File: src/rtl/dlo_pkg.sv
package dlo_pkg;

  // ---------------------------------------------------------------
  // Widths and APB map
  // ---------------------------------------------------------------
  localparam int ADDR_W = 24;
  localparam logic [7:0] OFS_CTRL = 8'h00;
  localparam logic [7:0] OFS_LIST = 8'h04;
  localparam logic [7:0] OFS_STATUS = 8'h08;
  localparam int CTRL_ENABLE_BIT = 0;
  localparam int CTRL_NO_TRANS_BIT = 2;
  localparam int STAT_STATE_LSB = 0;
  localparam int STAT_MODE_LSB = 4;
  localparam int STAT_LINES_LSB = 8;
  localparam logic [23:0] LIST_BASE_RST = 24'h00_0000;

  // ---------------------------------------------------------------
  // Control word bits
  // ---------------------------------------------------------------
  localparam int CW_GFX_ON = 0;
  localparam int CW_OVL_OFF = 1;
  localparam int CW_TXT_ON = 2;
  localparam int CW_GRP0 = 4;
  localparam int CW_HIRES = 12;
  localparam int CW_LORES = 13;
  localparam int CW_END = 15;

  // Optional data groups in fetch order, byte count of each
  localparam int NUM_GRP = 7;
  localparam logic [2:0] GRP_LEN [0:6] = '{3'h1, 3'h5, 3'h2, 3'h1, 3'h5, 3'h4, 3'h2};
  localparam logic [2:0] GRP_RPT = 3'h0;
  localparam logic [2:0] GRP_OVADR = 3'h1;
  localparam logic [2:0] GRP_SCRL = 3'h2;
  localparam logic [2:0] GRP_FONT = 3'h3;
  localparam logic [2:0] GRP_ATT = 3'h6;
  localparam logic [2:0] GRP_DONE = 3'h7;
  localparam logic [4:0] MAX_EXTRA = 5'h14;

  // ---------------------------------------------------------------
  // Widths of a line per mode
  // ---------------------------------------------------------------
  localparam logic [1:0] WIDTH_NORMAL = 2'h1;
  localparam logic [9:0] SR_PIX [0:2] = '{10'h100, 10'h140, 10'h150};
  localparam logic [9:0] LR_PIX [0:2] = '{10'h080, 10'h0A0, 10'h0A8};
  localparam logic [9:0] HR_PIX [0:2] = '{10'h200, 10'h280, 10'h2A0};
  localparam logic [9:0] TX_CHR [0:2] = '{10'h040, 10'h050, 10'h054};
  localparam int FONT_SHIFT = 11;
  localparam logic [2:0] GLYPH_LAST_ROW = 3'h7;
  localparam logic [3:0] GLYPH_W = 4'h8;
  localparam logic [3:0] HR_PER_BYTE = 4'h2;
  localparam logic [7:0] TXT_BG_SOLID = 8'h80;

  // ---------------------------------------------------------------
  // Types
  // ---------------------------------------------------------------
  typedef enum logic [3:0] {
    S_WAIT_VS, S_CW_LO, S_CW_HI, S_OPT, S_WAIT_LINE, S_GFX,
    S_TX_CHAR, S_TX_ATTR, S_TX_FONT, S_EMIT, S_LINE_END
  } dlo_state_t;

  typedef enum logic [2:0] {M_OFF, M_SR, M_HR, M_LR, M_TEXT} dlo_mode_t;

  typedef struct packed {
    logic valid;
    logic transp;
    logic [7:0] index;
    logic line_done;
  } dlo_pix_t;

  typedef struct packed {
    logic req;
    logic [23:0] addr;
  } dlo_mem_t;

  typedef struct packed {
    dlo_state_t state;
    dlo_mode_t mode;
    logic en;
    logic no_trans;
    logic [23:0] list_base;
    logic [23:0] list_ptr;
    logic [15:0] cw;
    logic [2:0] grp;
    logic [2:0] gbyte;
    logic [4:0] extra;
    logic [7:0] rpt;
    logic [7:0] line_left;
    logic [23:0] scr_base;
    logic [23:0] fptr;
    logic [11:0] step;
    logic [7:0] hscroll;
    logic [7:0] font;
    logic [1:0] width;
    logic [9:0] items;
    logic [7:0] chr;
    logic [7:0] attr;
    logic [7:0] sh;
    logic [3:0] sh_cnt;
    logic [2:0] row;
    logic skip;
    dlo_pix_t pix;
    dlo_mem_t mem;
    logic pready;
    logic pslverr;
    logic [31:0] prdata;
    logic vs_m;
    logic vs_s;
    logic vs_d;
    logic ls_m;
    logic ls_s;
    logic ls_d;
  } dlo_st_t;

endpackage

File: src/rtl/dlo_overlay_renderer.sv
// Chosen here: the address map and the APB register port.
`timescale 1ns/1ps

// What this block does
// - Hires bit honoured only with graphics on
// - Hires byte: upper nibble left, lower right
// - Lores bit honoured only with graphics on
// - End bit: finish record, await vsync, restart
// - Fetch only flagged optional data, fixed order
// - At most twenty extra bytes per record
// - Resolution bits select standard, high, low
// - Text ignores resolution; text plus graphics off
// - Standard: one byte per pixel, zero transparent
// - Add step to screen address each graphics line, each eighth text line
// - Lores widths 128/160/168, else like standard
// - Hires widths 512/640/672, zero nibble transparent
// - Text 64/80/84 chars, char then attribute
// - Char code picks glyph from font base
// - Attribute bit7 clear: background transparent or 128
// - Attribute bit7 set: background opaque, plus 128
// - No-transparency from control bit 2
// - Two bytes per char, one extra when scrolled
module dlo_overlay_renderer #(
  parameter int MEM_ADDR_W = 24
) (
  input wire logic REF_CLK,
  input wire logic RST,
  input wire logic PSEL,
  input wire logic PENABLE,
  input wire logic PWRITE,
  input wire logic [7:0] PADDR,
  input wire logic [31:0] PWDATA,
  output logic [31:0] PRDATA,
  output logic PREADY,
  output logic PSLVERR,
  input wire logic VSYNC,
  input wire logic LINE_START,
  output logic MEM_REQ,
  output logic [23:0] MEM_ADDR,
  input wire logic MEM_ACK,
  input wire logic [7:0] MEM_DATA,
  output logic PIX_VALID,
  output logic [7:0] PIX_INDEX,
  output logic PIX_TRANSP,
  output logic LINE_DONE
);

  if (MEM_ADDR_W != dlo_pkg::ADDR_W) begin : g_chk
    $error("MEM_ADDR_W must equal the package address width");
  end

  dlo_pkg::dlo_st_t s;
  dlo_pkg::dlo_st_t next_s;

  // ---------------------------------------------------------------
  // Helpers
  // ---------------------------------------------------------------
  function automatic dlo_pkg::dlo_mode_t mode_of(input logic [15:0] cw);
    dlo_pkg::dlo_mode_t m;
    m = dlo_pkg::M_OFF;
    if (cw[dlo_pkg::CW_OVL_OFF]) begin
      m = dlo_pkg::M_OFF;
    end else if (cw[dlo_pkg::CW_TXT_ON] && cw[dlo_pkg::CW_GFX_ON]) begin
      m = dlo_pkg::M_OFF;
    end else if (cw[dlo_pkg::CW_TXT_ON]) begin
      m = dlo_pkg::M_TEXT;
    end else if (cw[dlo_pkg::CW_GFX_ON]) begin
      // Forbidden combination shown as overlay off, the safest picture
      case ({cw[dlo_pkg::CW_HIRES], cw[dlo_pkg::CW_LORES]})
        2'b00: m = dlo_pkg::M_SR;
        2'b10: m = dlo_pkg::M_HR;
        2'b01: m = dlo_pkg::M_LR;
        default: m = dlo_pkg::M_OFF;
      endcase
    end
    return m;
  endfunction

  function automatic logic [9:0] line_items(input dlo_pkg::dlo_mode_t m,
                                            input logic [1:0] w);
    logic [1:0] k;
    k = (w > 2'h2) ? dlo_pkg::WIDTH_NORMAL : w;
    case (m)
      dlo_pkg::M_SR: return dlo_pkg::SR_PIX[k];
      dlo_pkg::M_LR: return dlo_pkg::LR_PIX[k];
      dlo_pkg::M_HR: return dlo_pkg::HR_PIX[k];
      dlo_pkg::M_TEXT: return dlo_pkg::TX_CHR[k];
      default: return 10'h000;
    endcase
  endfunction

  // Returns {transparent, colour index} for the pixel at the shifter head
  function automatic logic [8:0] pix_of(input dlo_pkg::dlo_mode_t m, input logic [7:0] sh,
                                        input logic [7:0] attr, input logic no_trans);
    logic [8:0] r;
    r = 9'h000;
    case (m)
      dlo_pkg::M_HR: r = {(sh[7:4] == 4'h0) && !no_trans, 4'h0, sh[7:4]};
      dlo_pkg::M_TEXT: begin
        if (sh[7]) begin
          r = {1'b0, 1'b0, attr[6:0]};
        end else if (attr[7]) begin
          r = {1'b0, 1'b1, attr[6:0]};
        end else begin
          r = {!no_trans, dlo_pkg::TXT_BG_SOLID};
        end
      end
      default: r = {(sh == 8'h00) && !no_trans, sh};
    endcase
    return r;
  endfunction

  // ---------------------------------------------------------------
  // Next state
  // ---------------------------------------------------------------
  always_comb begin
    logic vs_edge;
    logic ls_edge;
    logic got;
    logic want;
    logic [23:0] faddr;
    logic [8:0] px;
    logic last;
    vs_edge = s.vs_s && !s.vs_d;
    ls_edge = s.ls_s && !s.ls_d;
    got = s.mem.req && MEM_ACK;
    want = 1'b0;
    faddr = s.list_ptr;
    px = pix_of(s.mode, s.sh, s.attr, s.no_trans);
    last = 1'b0;
    next_s = s;
    next_s.pix.valid = 1'b0;
    next_s.pix.line_done = 1'b0;
    next_s.pready = 1'b0;
    next_s.pslverr = 1'b0;
    next_s.vs_m = VSYNC;
    next_s.vs_s = s.vs_m;
    next_s.vs_d = s.vs_s;
    next_s.ls_m = LINE_START;
    next_s.ls_s = s.ls_m;
    next_s.ls_d = s.ls_s;

    // APB slave: one wait state, then answer
    if (PSEL && PENABLE && !s.pready) begin
      next_s.pready = 1'b1;
      next_s.prdata = 32'h0000_0000;
      case (PADDR)
        dlo_pkg::OFS_CTRL: begin
          next_s.prdata[dlo_pkg::CTRL_ENABLE_BIT] = s.en;
          next_s.prdata[dlo_pkg::CTRL_NO_TRANS_BIT] = s.no_trans;
        end
        dlo_pkg::OFS_LIST: next_s.prdata[23:0] = s.list_base;
        dlo_pkg::OFS_STATUS: begin
          next_s.prdata[dlo_pkg::STAT_STATE_LSB +: 4] = s.state;
          next_s.prdata[dlo_pkg::STAT_MODE_LSB +: 3] = s.mode;
          next_s.prdata[dlo_pkg::STAT_LINES_LSB +: 8] = s.line_left;
        end
        default: next_s.pslverr = 1'b1;
      endcase
    end
    if (PSEL && PENABLE && s.pready && PWRITE) begin
      case (PADDR)
        dlo_pkg::OFS_CTRL: begin
          next_s.en = PWDATA[dlo_pkg::CTRL_ENABLE_BIT];
          next_s.no_trans = PWDATA[dlo_pkg::CTRL_NO_TRANS_BIT];
        end
        dlo_pkg::OFS_LIST: next_s.list_base = PWDATA[23:0];
        default: next_s.list_base = s.list_base;
      endcase
    end

    // Display list engine
    case (s.state)
      dlo_pkg::S_WAIT_VS: begin
        if (s.en && vs_edge) begin
          next_s.list_ptr = s.list_base;
          next_s.width = dlo_pkg::WIDTH_NORMAL;
          next_s.row = 3'h0;
          next_s.state = dlo_pkg::S_CW_LO;
        end
      end
      dlo_pkg::S_CW_LO: begin
        want = 1'b1;
        if (got) begin
          next_s.cw[7:0] = MEM_DATA;
          next_s.list_ptr = s.list_ptr + 24'h00_0001;
          next_s.state = dlo_pkg::S_CW_HI;
        end
      end
      dlo_pkg::S_CW_HI: begin
        want = 1'b1;
        if (got) begin
          next_s.cw[15:8] = MEM_DATA;
          next_s.list_ptr = s.list_ptr + 24'h00_0001;
          next_s.grp = 3'h0;
          next_s.gbyte = 3'h0;
          next_s.extra = 5'h00;
          next_s.rpt = 8'h00;
          next_s.state = dlo_pkg::S_OPT;
        end
      end
      dlo_pkg::S_OPT: begin
        if (s.grp == dlo_pkg::GRP_DONE) begin
          next_s.line_left = s.rpt;
          next_s.mode = mode_of(s.cw);
          next_s.state = dlo_pkg::S_WAIT_LINE;
        end else if (!s.cw[dlo_pkg::CW_GRP0 + 32'(s.grp)]) begin
          next_s.grp = s.grp + 3'h1;
        end else begin
          want = 1'b1;
          if (got) begin
            next_s.list_ptr = s.list_ptr + 24'h00_0001;
            next_s.extra = s.extra + 5'h01;
            if (s.gbyte == dlo_pkg::GRP_LEN[s.grp] - 3'h1) begin
              next_s.gbyte = 3'h0;
              next_s.grp = s.grp + 3'h1;
            end else begin
              next_s.gbyte = s.gbyte + 3'h1;
            end
            // Map groups are read past; their consumer is not in this block
            case (s.grp)
              dlo_pkg::GRP_RPT: next_s.rpt = MEM_DATA;
              dlo_pkg::GRP_OVADR: begin
                case (s.gbyte)
                  3'h0: next_s.scr_base[7:0] = MEM_DATA;
                  3'h1: next_s.scr_base[15:8] = MEM_DATA;
                  3'h2: next_s.scr_base[23:16] = MEM_DATA;
                  3'h3: next_s.step[7:0] = MEM_DATA;
                  default: next_s.step[11:8] = MEM_DATA[3:0];
                endcase
                next_s.row = 3'h0;
              end
              dlo_pkg::GRP_SCRL: begin
                if (s.gbyte == 3'h0) begin
                  next_s.hscroll = MEM_DATA;
                end
              end
              dlo_pkg::GRP_FONT: next_s.font = MEM_DATA;
              dlo_pkg::GRP_ATT: begin
                if (s.gbyte == 3'h0) begin
                  next_s.width = MEM_DATA[1:0];
                end
              end
              default: next_s.font = s.font;
            endcase
          end
        end
      end
      dlo_pkg::S_WAIT_LINE: begin
        if (ls_edge) begin
          next_s.fptr = s.scr_base;
          next_s.items = line_items(s.mode, s.width);
          next_s.skip = (s.hscroll != 8'h00);
          case (s.mode)
            dlo_pkg::M_OFF: next_s.state = dlo_pkg::S_LINE_END;
            dlo_pkg::M_TEXT: next_s.state = dlo_pkg::S_TX_CHAR;
            default: next_s.state = dlo_pkg::S_GFX;
          endcase
        end
      end
      dlo_pkg::S_GFX: begin
        want = 1'b1;
        faddr = s.fptr;
        if (got) begin
          next_s.sh = MEM_DATA;
          next_s.fptr = s.fptr + 24'h00_0001;
          next_s.sh_cnt = (s.mode == dlo_pkg::M_HR) ? dlo_pkg::HR_PER_BYTE : 4'h1;
          next_s.state = dlo_pkg::S_EMIT;
        end
      end
      dlo_pkg::S_TX_CHAR: begin
        want = 1'b1;
        faddr = s.fptr;
        if (got) begin
          next_s.fptr = s.fptr + 24'h00_0001;
          if (s.skip) begin
            next_s.skip = 1'b0;
          end else begin
            next_s.chr = MEM_DATA;
            next_s.state = dlo_pkg::S_TX_ATTR;
          end
        end
      end
      dlo_pkg::S_TX_ATTR: begin
        want = 1'b1;
        faddr = s.fptr;
        if (got) begin
          next_s.attr = MEM_DATA;
          next_s.fptr = s.fptr + 24'h00_0001;
          next_s.state = dlo_pkg::S_TX_FONT;
        end
      end
      dlo_pkg::S_TX_FONT: begin
        want = 1'b1;
        faddr = ({16'h0000, s.font} << dlo_pkg::FONT_SHIFT)
              + {13'h0000, s.chr, s.row};
        if (got) begin
          next_s.sh = MEM_DATA;
          next_s.sh_cnt = dlo_pkg::GLYPH_W;
          next_s.state = dlo_pkg::S_EMIT;
        end
      end
      dlo_pkg::S_EMIT: begin
        next_s.pix.valid = 1'b1;
        next_s.pix.transp = px[8];
        next_s.pix.index = px[7:0];
        next_s.sh_cnt = s.sh_cnt - 4'h1;
        if (s.mode == dlo_pkg::M_HR) begin
          next_s.sh = {s.sh[3:0], 4'h0};
        end else begin
          next_s.sh = {s.sh[6:0], 1'b0};
        end
        if (s.mode != dlo_pkg::M_TEXT) begin
          next_s.items = s.items - 10'h001;
          last = (s.items == 10'h001);
        end else if (s.sh_cnt == 4'h1) begin
          next_s.items = s.items - 10'h001;
          last = (s.items == 10'h001);
        end
        if (last) begin
          next_s.state = dlo_pkg::S_LINE_END;
        end else if (s.sh_cnt == 4'h1) begin
          next_s.state = (s.mode == dlo_pkg::M_TEXT) ? dlo_pkg::S_TX_CHAR : dlo_pkg::S_GFX;
        end
      end
      dlo_pkg::S_LINE_END: begin
        next_s.pix.line_done = 1'b1;
        if (s.mode == dlo_pkg::M_TEXT) begin
          // Text rows advance once per glyph height
          next_s.row = s.row + 3'h1;
          if (s.row == dlo_pkg::GLYPH_LAST_ROW) begin
            next_s.scr_base = s.scr_base + {12'h000, s.step};
          end
        end else if (s.mode != dlo_pkg::M_OFF) begin
          next_s.scr_base = s.scr_base + {12'h000, s.step};
        end
        if (s.line_left != 8'h00) begin
          next_s.line_left = s.line_left - 8'h01;
          next_s.state = dlo_pkg::S_WAIT_LINE;
        end else if (s.cw[dlo_pkg::CW_END]) begin
          next_s.state = dlo_pkg::S_WAIT_VS;
        end else begin
          next_s.state = dlo_pkg::S_CW_LO;
        end
      end
      default: next_s.state = dlo_pkg::S_WAIT_VS;
    endcase

    // Memory handshake: request stands until acknowledged
    if (got) begin
      next_s.mem.req = 1'b0;
    end else if (want && !s.mem.req) begin
      next_s.mem.req = 1'b1;
      next_s.mem.addr = faddr;
    end

    // Disable abandons the frame, including any pending fetch
    if (!s.en) begin
      next_s.state = dlo_pkg::S_WAIT_VS;
      next_s.mem.req = 1'b0;
    end
  end

  // ---------------------------------------------------------------
  // State register
  // ---------------------------------------------------------------
  always_ff @(posedge REF_CLK or posedge RST) begin
    if (RST) begin
      s <= '0;
      s.state <= dlo_pkg::S_WAIT_VS;
      s.mode <= dlo_pkg::M_OFF;
      s.list_base <= dlo_pkg::LIST_BASE_RST;
      s.width <= dlo_pkg::WIDTH_NORMAL;
    end else begin
      s <= next_s;
    end
  end

  assign PRDATA = s.prdata;
  assign PREADY = s.pready;
  assign PSLVERR = s.pslverr;
  assign MEM_REQ = s.mem.req;
  assign MEM_ADDR = s.mem.addr;
  assign PIX_VALID = s.pix.valid;
  assign PIX_INDEX = s.pix.index;
  assign PIX_TRANSP = s.pix.transp;
  assign LINE_DONE = s.pix.line_done;
endmodule

File: config.mk
export PLATFORM = sky130hd
export DESIGN_NAME = dlo_overlay_renderer
export DESIGN_NICKNAME = d
export VERILOG_FILES = /design/src/rtl/dlo_pkg.sv /design/src/rtl/dlo_overlay_renderer.sv
export SDC_FILE = /design/constraint.sdc
export NUM_CORES = 1
export LEC_CHECK = 0
export BUFFER_PORTS_ARGS = -buffer_cell sky130_fd_sc_hd__buf_4
export CAP_MARGIN = 5
export CORE_MARGIN = 2
export CORE_UTILIZATION = 35
export CTS_CLUSTER_SIZE = 30
export DETAILED_ROUTE_END_ITERATION = 16
export PLACE_DENSITY_LB_ADDON = 0.3
export SLEW_MARGIN = 25
export SYNTH_ARGS = -nofsm -noshare
export SYNTH_HDL_FRONTEND = slang
export SYNTH_SLANG_ARGS = --single-unit
File: constraint.sdc
create_clock -name REF_CLK -period 10.7 [get_ports REF_CLK]
set_input_delay 2.14 -clock REF_CLK [delete_from_list [all_inputs] [get_ports REF_CLK]]
set_output_delay 2.14 -clock REF_CLK [all_outputs]
set_load 0.02 [all_outputs]
Yosys cells after proc, flatten, opt, wreduce, memory -nomap -nowiden
Memories as Yosys holds them, arrays and structs flattened.
Index checks and enable logic that the tools add are counted.
Widths: inputs -> output; s select.

cells by class
  $add $sub $neg = 13
  $lt $le $gt $ge = 4
  equality and inequality tests = 66
  muxes and demuxes = 121
  bitwise logic cells = 6
  reduce and logical (&&, ||, !) cells = 69

operators with widths
  kind                   number
  $mux 24                13
  $mux 10                12
  $pmux 24 s2            2
  $pmux 24 s4            1
  $bmux 10 s2            4
  $mux 8                 8
  $pmux 32 s2            1
  $mux 19                3
  $add 24x1->24 const B  2
  $mux 3                 16
  $mux 4                 11
  $ne 3x3->1 const B     14
  $pmux 10 s4            1
  $pmux 4 s10            1
  $pmux 19 s2            1
  $pmux 12 s3            1
  $mux 34                1
  $mux 32                1
  $ne 2x2->1 const B     13
  $mux 25                1
  $add 24x12->24         1
  $mux 12                2
  $reduce_and 6->1       4
  $reduce_and 8->1       3
  66 further kinds       162

storage, ports and cells
  register bits = 288
  bits in read-only memories = 24
  input bits = 56
  memories = 1

memories
  name              words  bits a word  read ports  clocked after memory_dff  wr ports  RTL line                     text
  (name not given)  8      3            1           0                         0         dlo_overlay_renderer.sv:214  if (s.gbyte == dlo_pkg::GRP_LEN[s.grp] - 3'h1) begin

Depth between registers and ports, before layout
Gate-level depths: netlist of the first run.

  word-level depth = 11
  mapped depth = 10
  depth with buffers taken out = 10

Worst setup path before layout of the first run
No wires, ideal clock.

  path kind = input port to flip-flop
  from = input port MEM_ACK
  to = register s[244] in the netlist's numbering
  setup time = 0.133 ns
  arrival = 3.509 ns
  required time = 10.567 ns
  path slack = 7.058 ns
  cell stages on the path = 9
  buffers on the path = 3
  cell sequence = and2_1 clkbuf_1 a21oi_1 or3_1 clkbuf_1 clkbuf_1 nor2_1 o21ai_0 o21ai_0

between the ends
  cells in the longest elaborated chain, start to end = 5
  elaborated cells on any way between the ends = 7
  classes of those cells = 1 x eq/ne; 4 x mux; 2 x reduce/logical

ends and longest elaborated chain
  element                RTL line                     text
  start, declared        dlo_overlay_renderer.sv:40   input wire logic MEM_ACK,
  $logic_and 1x1->1 *    dlo_overlay_renderer.sv:126  got = s.mem.req && MEM_ACK;
  $mux 24 (3 in series)  --
  $pmux 24 s4            --
  end signal, assigned   dlo_overlay_renderer.sv:375  s <= next_s;
  end, declared          dlo_overlay_renderer.sv:52   dlo_pkg::dlo_st_t s;

Every way passes the cells marked *; elsewhere a longest branch is shown, timed or not. The select of a mux whose other input is x is not followed.
A chain may end at the register's enable or synchronous reset.

Final worst setup path of the first run
  from = input port PADDR[5]
  to = register s[283] in the netlist's numbering

between the ends
  cells in the longest elaborated chain, start to end = 2

ends and longest elaborated chain
  element                            RTL line                     text
  start, declared                    dlo_overlay_renderer.sv:31   input wire logic [7:0] PADDR,
  $eq 8x3->1                         dlo_overlay_renderer.sv:162  case (PADDR)
  $reduce_and 2->1 (no source line)  --

Every way passes these cells.

==> metrics.txt, run 1 <==
# TYPE chip_impl_metric gauge
chip_impl_info{name="timing.hold.worst.class",value="reg -> reg"} 1
chip_impl_metric{name="power.density_cell_area",unit="mW/mm^2"} 133
chip_impl_info{name="status",value="finished clean"} 1
chip_impl_metric{name="wl",unit="um"} 43200
chip_impl_metric{name="final_nets",unit=""} 1777
chip_impl_metric{name="globalplace.congestion",unit=""} 0.859
chip_impl_metric{name="gr-usage-met2",unit="%"} 29.0
chip_impl_metric{name="final.period_utilization",unit="%"} 40.9
chip_impl_metric{name="antenna_found_initial",unit=""} 0
chip_impl_metric{name="synthCells",unit=""} 1675
chip_impl_metric{name="port_buffers",unit=""} 109
chip_impl_metric{name="cts-root-to-sink-buffers",unit=""} 3
chip_impl_metric{name="die_x",unit="um"} 214
chip_impl_metric{name="die_y",unit="um"} 214
chip_impl_metric{name="dp_hpwl",unit="um"} 29600
chip_impl_metric{name="placed_cell_area",unit="mm^2"} 0.0163
chip_impl_info{name="synth_ff_type",value="sky130_fd_sc_hd__dfrtp_1"} 1
chip_impl_metric{name="vias_in_the_first_global_route",unit=""} 12203
chip_impl_info{name="crit_slowest_cell",value="sky130_fd_sc_hd__nand2_1"} 1
chip_impl_metric{name="synth.cell_area",unit="mm^2"} 0.0155
chip_impl_metric{name="hold_buffers",unit=""} 0
chip_impl_metric{name="flow.area_growth_from_synthesis",unit="%"} 12.8
chip_impl_metric{name="post_drt_wl_per_cell",unit="um"} 18.9
chip_impl_metric{name="cp.arrival",unit="ps"} 4780
chip_impl_metric{name="gr_met1_demand_resource",unit="%"} 26.3
chip_impl_metric{name="ios",unit=""} 126
chip_impl_metric{name="core_area",unit="mm^2"} 0.0434
chip_impl_info{name="setup.worst_path.start_class",value="primary input"} 1
chip_impl_metric{name="power.switching_fraction",unit="%"} 22.5
chip_impl_info{name="critical_path.cell_chain",value="buf_4 > nor4_1 > and3_1 > nand2_1 > mux2_2"} 1
chip_impl_metric{name="power.sequential.fraction",unit="%"} 46.6
chip_impl_metric{name="route.detailed.drc",unit=""} 0
chip_impl_metric{name="num_rows",unit=""} 76
chip_impl_metric{name="drtPass1Iterations",unit=""} 5
chip_impl_metric{name="cp.required",unit="ps"} 11100
chip_impl_metric{name="synth_enable_flop_cells",unit=""} 0
chip_impl_metric{name="route.antenna.remaining_nets",unit=""} 0
chip_impl_metric{name="period_needed",unit="ps"} 4380
chip_impl_metric{name="initial_utilization",unit="%"} 35.6
chip_impl_metric{name="netSwitchingPower",unit="uW"} 522
chip_impl_info{name="layout_commonest_cell",value="sky130_fd_sc_hd__dfrtp_1"} 1
chip_impl_metric{name="floorplan.die_area",unit="mm^2"} 0.0458
chip_impl_metric{name="synth.lib_cells_used.distinct",unit=""} 84
chip_impl_metric{name="cts_htree_levels",unit=""} 2
chip_impl_metric{name="leak_pwr",unit="nW"} 7.82
chip_impl_metric{name="report.final.hold_viol_count",unit=""} 0
chip_impl_metric{name="power_report.internal_total",unit="mW"} 1.80
chip_impl_metric{name="cts_setup_buffers",unit=""} 0
chip_impl_metric{name="tightest_slew",unit="ps"} 997
chip_impl_metric{name="finalSetupTns",unit="ps"} 0
chip_impl_metric{name="max-cap-violations",unit=""} 0
chip_impl_metric{name="wire_length_of_the_first_global_routing_pass",unit="um"} 69200
chip_impl_metric{name="vias",unit=""} 12681
chip_impl_metric{name="worstPathMaxFanout",unit=""} 24
chip_impl_info{name="ctsRootBufferMaster",value="sky130_fd_sc_hd__clkbuf_16"} 1
chip_impl_info{name="rr_startpoint",value="s[293]$_DFFE_PP0P_"} 1
chip_impl_metric{name="initialDrtViolationCount",unit=""} 1236
chip_impl_metric{name="clk_pin_slew",unit="ps"} 60
chip_impl_metric{name="track_usage",unit="%"} 18.5
chip_impl_metric{name="finalClockSkew",unit="ps"} 12.0
chip_impl_info{name="min_from",value="next_s[1]$_DFF_PP0_"} 1
chip_impl_info{name="worstSetupStartpoint",value="PADDR[5]"} 1
chip_impl_metric{name="grt_start_max_net_pins",unit=""} 172
chip_impl_metric{name="grtUsageMet3",unit="%"} 3.01
chip_impl_metric{name="maxSlewViolCount",unit=""} 0
chip_impl_info{name="grt_setup_unrepaired",value="no"} 1
chip_impl_metric{name="syn-mean-instance-area",unit="um^2"} 9.22
chip_impl_info{name="criticalPathCategory",value="in -> reg"} 1
chip_impl_metric{name="synth_sequential_area_ratio",unit="%"} 45.5
chip_impl_info{name="tritoncts",value="done"} 1
chip_impl_info{name="most_frequent_cells_in_the_layout",value="280 x sky130_fd_sc_hd__dfrtp_1, 197 x sky130_fd_sc_hd__nand2_1, 159 x sky130_fd_sc_hd__nor2_1, 130 x sky130_fd_sc_hd__o21ai_0, 122 x sky130_fd_sc_hd__buf_4"} 1
chip_impl_metric{name="slowest_delay",unit="ps"} 830
chip_impl_metric{name="combinational_power_share",unit="%"} 4.0
chip_impl_metric{name="ys_ff_latch",unit=""} 281
chip_impl_metric{name="post_drt_via_cell_ratio",unit=""} 5.54
chip_impl_metric{name="timing.max_slew.rel_slack",unit="%"} 33.6
chip_impl_info{name="grt_most_used_layer",value="met2"} 1
chip_impl_metric{name="post-route-cell-area",unit="mm^2"} 0.0174
chip_impl_metric{name="tritoncts_num_sinks",unit=""} 281
chip_impl_metric{name="power.share.clock",unit="%"} 49.4
chip_impl_metric{name="clock_insertion_delay_worst_skew",unit="ps"} 520
chip_impl_metric{name="synthArstFlopShare",unit="%"} 100
chip_impl_metric{name="grt_overflow_total",unit=""} 0
chip_impl_metric{name="setup_violations",unit=""} 0
chip_impl_metric{name="ctsResizeCount",unit=""} 0
chip_impl_metric{name="clock.fmax",unit="GHz"} 0.228
chip_impl_metric{name="reg2reg_setup_slack",unit="ps"} 7390
chip_impl_metric{name="synth.yosys.warnings",unit=""} 0
chip_impl_metric{name="cts_made_buffers",unit=""} 34
chip_impl_metric{name="ir_worst_vdd",unit="uV"} 85.6
chip_impl_metric{name="drive_gt1_share",unit="%"} 17.2
chip_impl_info{name="worstSetupEndpointType",value="register"} 1
critical path: cells and delay by family:
family | cells | cell delay [ps]
buf+inv | 1 | 110
mux | 1 | 530
simple gates | 3 | 1980
through the flow:
step | setup WS, ps | utilization [%] | hold WS [ps] | power (mW) | cells
final | 6320 | 40.2 | 351 | 2.32 | 2290
after global routing | 6060 | 40.2 | 360 | 2.40 | 2289
after CTS | 6270 | 40.1 | 354 | 2.35 | 2288
after detailed placement | 5700 | 37.6 | 343 | 1.20 | 2231
after global placement | 5830 | 37.6 | 340 | 1.19 | 2231
after floorplan | 811 | - | 331 | 1.16 | 1682
flip-flops by register name, summed over array words and instances, names as in the netlist:
signal and flops:
PSLVERR 1, PREADY 1, next_s 4, MEM_ADDR 24, PRDATA 24, MEM_REQ 1, LINE_DONE 1, PIX_INDEX 8
PIX_VALID 1, s 215, PIX_TRANSP 1
layer usage:
metal  routed length, um  vias to the layer above  share of wire, %
li1                    -                     5989                 -
met1               20200                     6242                47
met2               19500                      377                45
met3                2340                       73               5.4
met4                1230                        0               2.8
met5                   0                        -                 0
final cells by class:
class / count / area [um^2]
clock buffers: 56 / 1100
clock inverters: 1 / 5.00
multi-input cells: 1192 / 7410
well taps: 585 / 732
repair buffers: 124 / 963
fillers: 4313 / 25900
diodes: 1 / 2.50
flip-flops and latches: 281 / 7030
inverters: 50 / 195
Yosys cell counts (37+ instances only):
master	count	area, um^2
sky130_fd_sc_hd__nand2_1	197	739
sky130_fd_sc_hd__nor3_1	45	225
sky130_fd_sc_hd__o21ai_0	131	656
sky130_fd_sc_hd__nand3_1	52	260
sky130_fd_sc_hd__ha_1	37	463
sky130_fd_sc_hd__buf_4	65	488
sky130_fd_sc_hd__a21oi_1	106	531
sky130_fd_sc_hd__nor2_1	160	601
sky130_fd_sc_hd__a31oi_1	38	238
sky130_fd_sc_hd__mux2_2	81	912
sky130_fd_sc_hd__a22oi_1	40	300
sky130_fd_sc_hd__inv_1	48	180
sky130_fd_sc_hd__dfrtp_1	280	7010
sky130_fd_sc_hd__clkbuf_1	68	255
power groups by stage:
stage,Combinational [mW],Clock [mW],Sequential (mW)
final,0.0926,1.15,1.08
after CTS,0.0942,1.17,1.08
after detailed placement,0.0940,0,1.10
after global placement,0.0933,0,1.10
after floorplan,0.0593,0,1.10
after global routing,0.102,1.21,1.08
logic make-up after synthesis:
family | count (synthesis) | share of synthesized area (%)
buffers and inverters | 209 | 6.88
XOR/XNOR | 13 | 0.737
AO/OA/AOI/OAI | 456 | 19.0
other | 1 | 0.0243
flip-flops | 281 | 45.5
multiplexers | 94 | 6.99
adder cells (fa/ha/maj) | 38 | 3.13
AND/OR/NAND/NOR | 583 | 17.7
path summary, 6_finish.rpt:
kind | end | cells past startpoint
max in group asynchronous | s[178]$_DFFE_PP0P_ | 4
worst max-delay path | s[283]$_DFFE_PP0P_ | 5
worst max register to register | s[103]$_DFFE_PP0P_ | 5
min in group asynchronous | s[108]$_DFFE_PP0P_ | 2
worst min register to register | next_s[0]$_DFF_PP0_ | 0
worst min-delay path | next_s[0]$_DFF_PP0_ | 0
(Power assumes the default switching activity.)
==> run 2: changes to the inputs <==
Clock period 10.7 ns to 4.3 ns, I/O delays scaled along.
==> metrics.txt, run 2 (synthesized netlist as in run 1, its figures left out) <==
# TYPE chip_impl_metric gauge
chip_impl_info{name="status",value="finished clean"} 1
chip_impl_metric{name="final_nets",unit=""} 1780
chip_impl_metric{name="cts_htree_levels",unit=""} 1
chip_impl_metric{name="clock.fmax",unit="GHz"} 0.315
chip_impl_metric{name="num-fill-cells",unit=""} 4333
chip_impl_info{name="grt_setup_unrepaired",value="no"} 1
chip_impl_metric{name="insertedDiodeCount",unit=""} 0
chip_impl_metric{name="antenna_found_initial",unit=""} 0
chip_impl_metric{name="ir_worst_vdd",unit="uV"} 322
chip_impl_metric{name="cts_made_buffers",unit=""} 31
chip_impl_info{name="ctsRootBufferMaster",value="sky130_fd_sc_hd__clkbuf_16"} 1
chip_impl_metric{name="leak_pwr",unit="nW"} 7.85
chip_impl_metric{name="num_rows",unit=""} 76
chip_impl_metric{name="ios",unit=""} 126
chip_impl_metric{name="maxSlewViolCount",unit=""} 0
chip_impl_metric{name="clock_insertion_delay_worst_skew",unit="ps"} 580
chip_impl_metric{name="initialDrtViolationCount",unit=""} 1126
chip_impl_metric{name="period_needed",unit="ps"} 3170
chip_impl_metric{name="preCtsSetupSlack",unit="ps"} 1160
chip_impl_metric{name="cp.required",unit="ps"} 4800
chip_impl_metric{name="route.detailed.drc",unit=""} 0
chip_impl_info{name="most_frequent_cells_in_the_layout",value="280 x sky130_fd_sc_hd__dfrtp_1, 196 x sky130_fd_sc_hd__nand2_1, 159 x sky130_fd_sc_hd__nor2_1, 130 x sky130_fd_sc_hd__o21ai_0, 127 x sky130_fd_sc_hd__buf_4"} 1
chip_impl_metric{name="tritoncts_num_sinks",unit=""} 281
chip_impl_metric{name="cts_setup_buffers",unit=""} 0
chip_impl_metric{name="grt_overflow_total",unit=""} 0
chip_impl_metric{name="wire_length_of_the_first_global_routing_pass",unit="um"} 68900
chip_impl_metric{name="power",unit="mW"} 5.78
chip_impl_metric{name="core_area",unit="mm^2"} 0.0434
chip_impl_metric{name="clk_pin_slew",unit="ps"} 60
chip_impl_info{name="tritoncts",value="done"} 1
chip_impl_info{name="worstSetupEndpointType",value="register"} 1
chip_impl_metric{name="tightest_slew",unit="ps"} 997
chip_impl_metric{name="ctsResizeCount",unit=""} 0
chip_impl_metric{name="report.final.hold_viol_count",unit=""} 0
chip_impl_info{name="criticalPathCategory",value="reg -> reg"} 1
chip_impl_metric{name="wl",unit="um"} 42800
chip_impl_metric{name="die_x",unit="um"} 214
chip_impl_metric{name="power.density_cell_area",unit="mW/mm^2"} 331
chip_impl_metric{name="max-cap-violations",unit=""} 0
chip_impl_metric{name="track_usage",unit="%"} 18.4
chip_impl_metric{name="vias",unit=""} 12666
chip_impl_metric{name="initial_utilization",unit="%"} 35.6
chip_impl_metric{name="die_y",unit="um"} 214
chip_impl_metric{name="regArea",unit="mm^2"} 0.00703
chip_impl_info{name="setup.worst_path.start_class",value="register"} 1
chip_impl_metric{name="globalplace.congestion",unit=""} 0.855
chip_impl_metric{name="setup_violations",unit=""} 0
chip_impl_metric{name="grt_start_max_net_pins",unit=""} 119
chip_impl_metric{name="timing.max_slew.rel_slack",unit="%"} 33.6
chip_impl_metric{name="flow.area_growth_from_synthesis",unit="%"} 13.1
chip_impl_metric{name="finalClockSkew",unit="ps"} 10.5
chip_impl_metric{name="route.antenna.remaining_nets",unit=""} 0
chip_impl_info{name="timing.hold.worst.class",value="in -> async"} 1
chip_impl_metric{name="vias_in_the_first_global_route",unit=""} 12078
chip_impl_info{name="layout_commonest_cell",value="sky130_fd_sc_hd__dfrtp_1"} 1
chip_impl_metric{name="drive_gt1_share",unit="%"} 17.7
chip_impl_info{name="regMostFlops",value="s"} 1
chip_impl_metric{name="post_drt_via_cell_ratio",unit=""} 5.52
chip_impl_metric{name="drtPass1Iterations",unit=""} 5
chip_impl_metric{name="final_critical_path_setup_slack",unit="ps"} 1130
chip_impl_metric{name="worstPathMaxFanout",unit=""} 37
chip_impl_metric{name="port_buffers",unit=""} 109
chip_impl_metric{name="area_of_combinational_cells_with_multiple_inputs",unit="mm^2"} 0.00742
chip_impl_metric{name="hold_buffers",unit=""} 0
chip_impl_metric{name="final.period_utilization",unit="%"} 73.8
chip_impl_metric{name="cp.arrival",unit="ps"} 3670
chip_impl_metric{name="cts-root-to-sink-buffers",unit=""} 3
chip_impl_metric{name="post_drt_wl_per_cell",unit="um"} 18.6
chip_impl_metric{name="dp_hpwl",unit="um"} 29900
chip_impl_metric{name="max_reg_flops",unit=""} 215
chip_impl_metric{name="floorplan.die_area",unit="mm^2"} 0.0458
-- run 2: critical path, stage by stage (launching register included) --
cell and delay [ps]:
sky130_fd_sc_hd__dfrtp_1 900, sky130_fd_sc_hd__nand4bb_1 510, sky130_fd_sc_hd__nor3_1 380, sky130_fd_sc_hd__o31a_2 760
sky130_fd_sc_hd__buf_4 310, sky130_fd_sc_hd__nor2_1 50, sky130_fd_sc_hd__a31oi_1 150
-- run 2: area by class of cell --
type / instances / share of cell area [%]
clock buffer: 46 / 5.16
sequential: 281 / 40.2
multi-input combinational: 1192 / 42.4
inverter: 50 / 1.10
timing repair buffer: 130 / 5.80
clock inverter: 12 / 1.08
tap: 585 / 4.19
-- run 2: power by group --
group / leakage [nW] / switching (mW) / internal, mW
Sequential: 3.78 / 0.0221 / 2.67
Clock: 0.540 / 1.12 / 1.74
Combinational: 3.53 / 0.153 / 0.0764
-- run 2: path summary, 6_finish.rpt --
path / startpoint / to / slack (ps) / depth (start not counted)
worst max-delay path: s[292]$_DFFE_PP0P_ / MEM_ADDR[17]$_DFFE_PP0P_ / 1130 / 6
worst min-delay path: RST / s[110]$_DFFE_PP0P_ / 350 / 2
worst max register to register: s[292]$_DFFE_PP0P_ / MEM_ADDR[17]$_DFFE_PP0P_ / 1130 / 6
worst min register to register: next_s[4]$_DFF_PP0_ / next_s[3]$_DFF_PP0_ / 350 / 0
max in group asynchronous: RST / s[103]$_DFFE_PP0P_ / 2900 / 3
min in group REF_CLK: next_s[4]$_DFF_PP0_ / next_s[3]$_DFF_PP0_ / 350 / 0
-- run 2: stage by stage --
stage	TNS [ps]	utilization [%]	area [um^2]	cells	hold WS, ps
after CTS	0	40.3	17500	2296	348
after global placement	0	37.7	16400	2238	342
after global routing	0	40.3	17500	2296	358
after floorplan	-78540	-	15500	1682	331
after detailed placement	0	37.8	16400	2238	341
final	0	40.3	17500	2296	346
-- run 2: metal layers --
metal  wire, um  global-route usage, %  vias to the layer above
met4        952                   5.00                        0
met5          0                      0                        -
li1           -                      -                     5999
met3       2260                   2.62                       53
met1      20100                   26.6                     6262
met2      19500                   28.9                      352
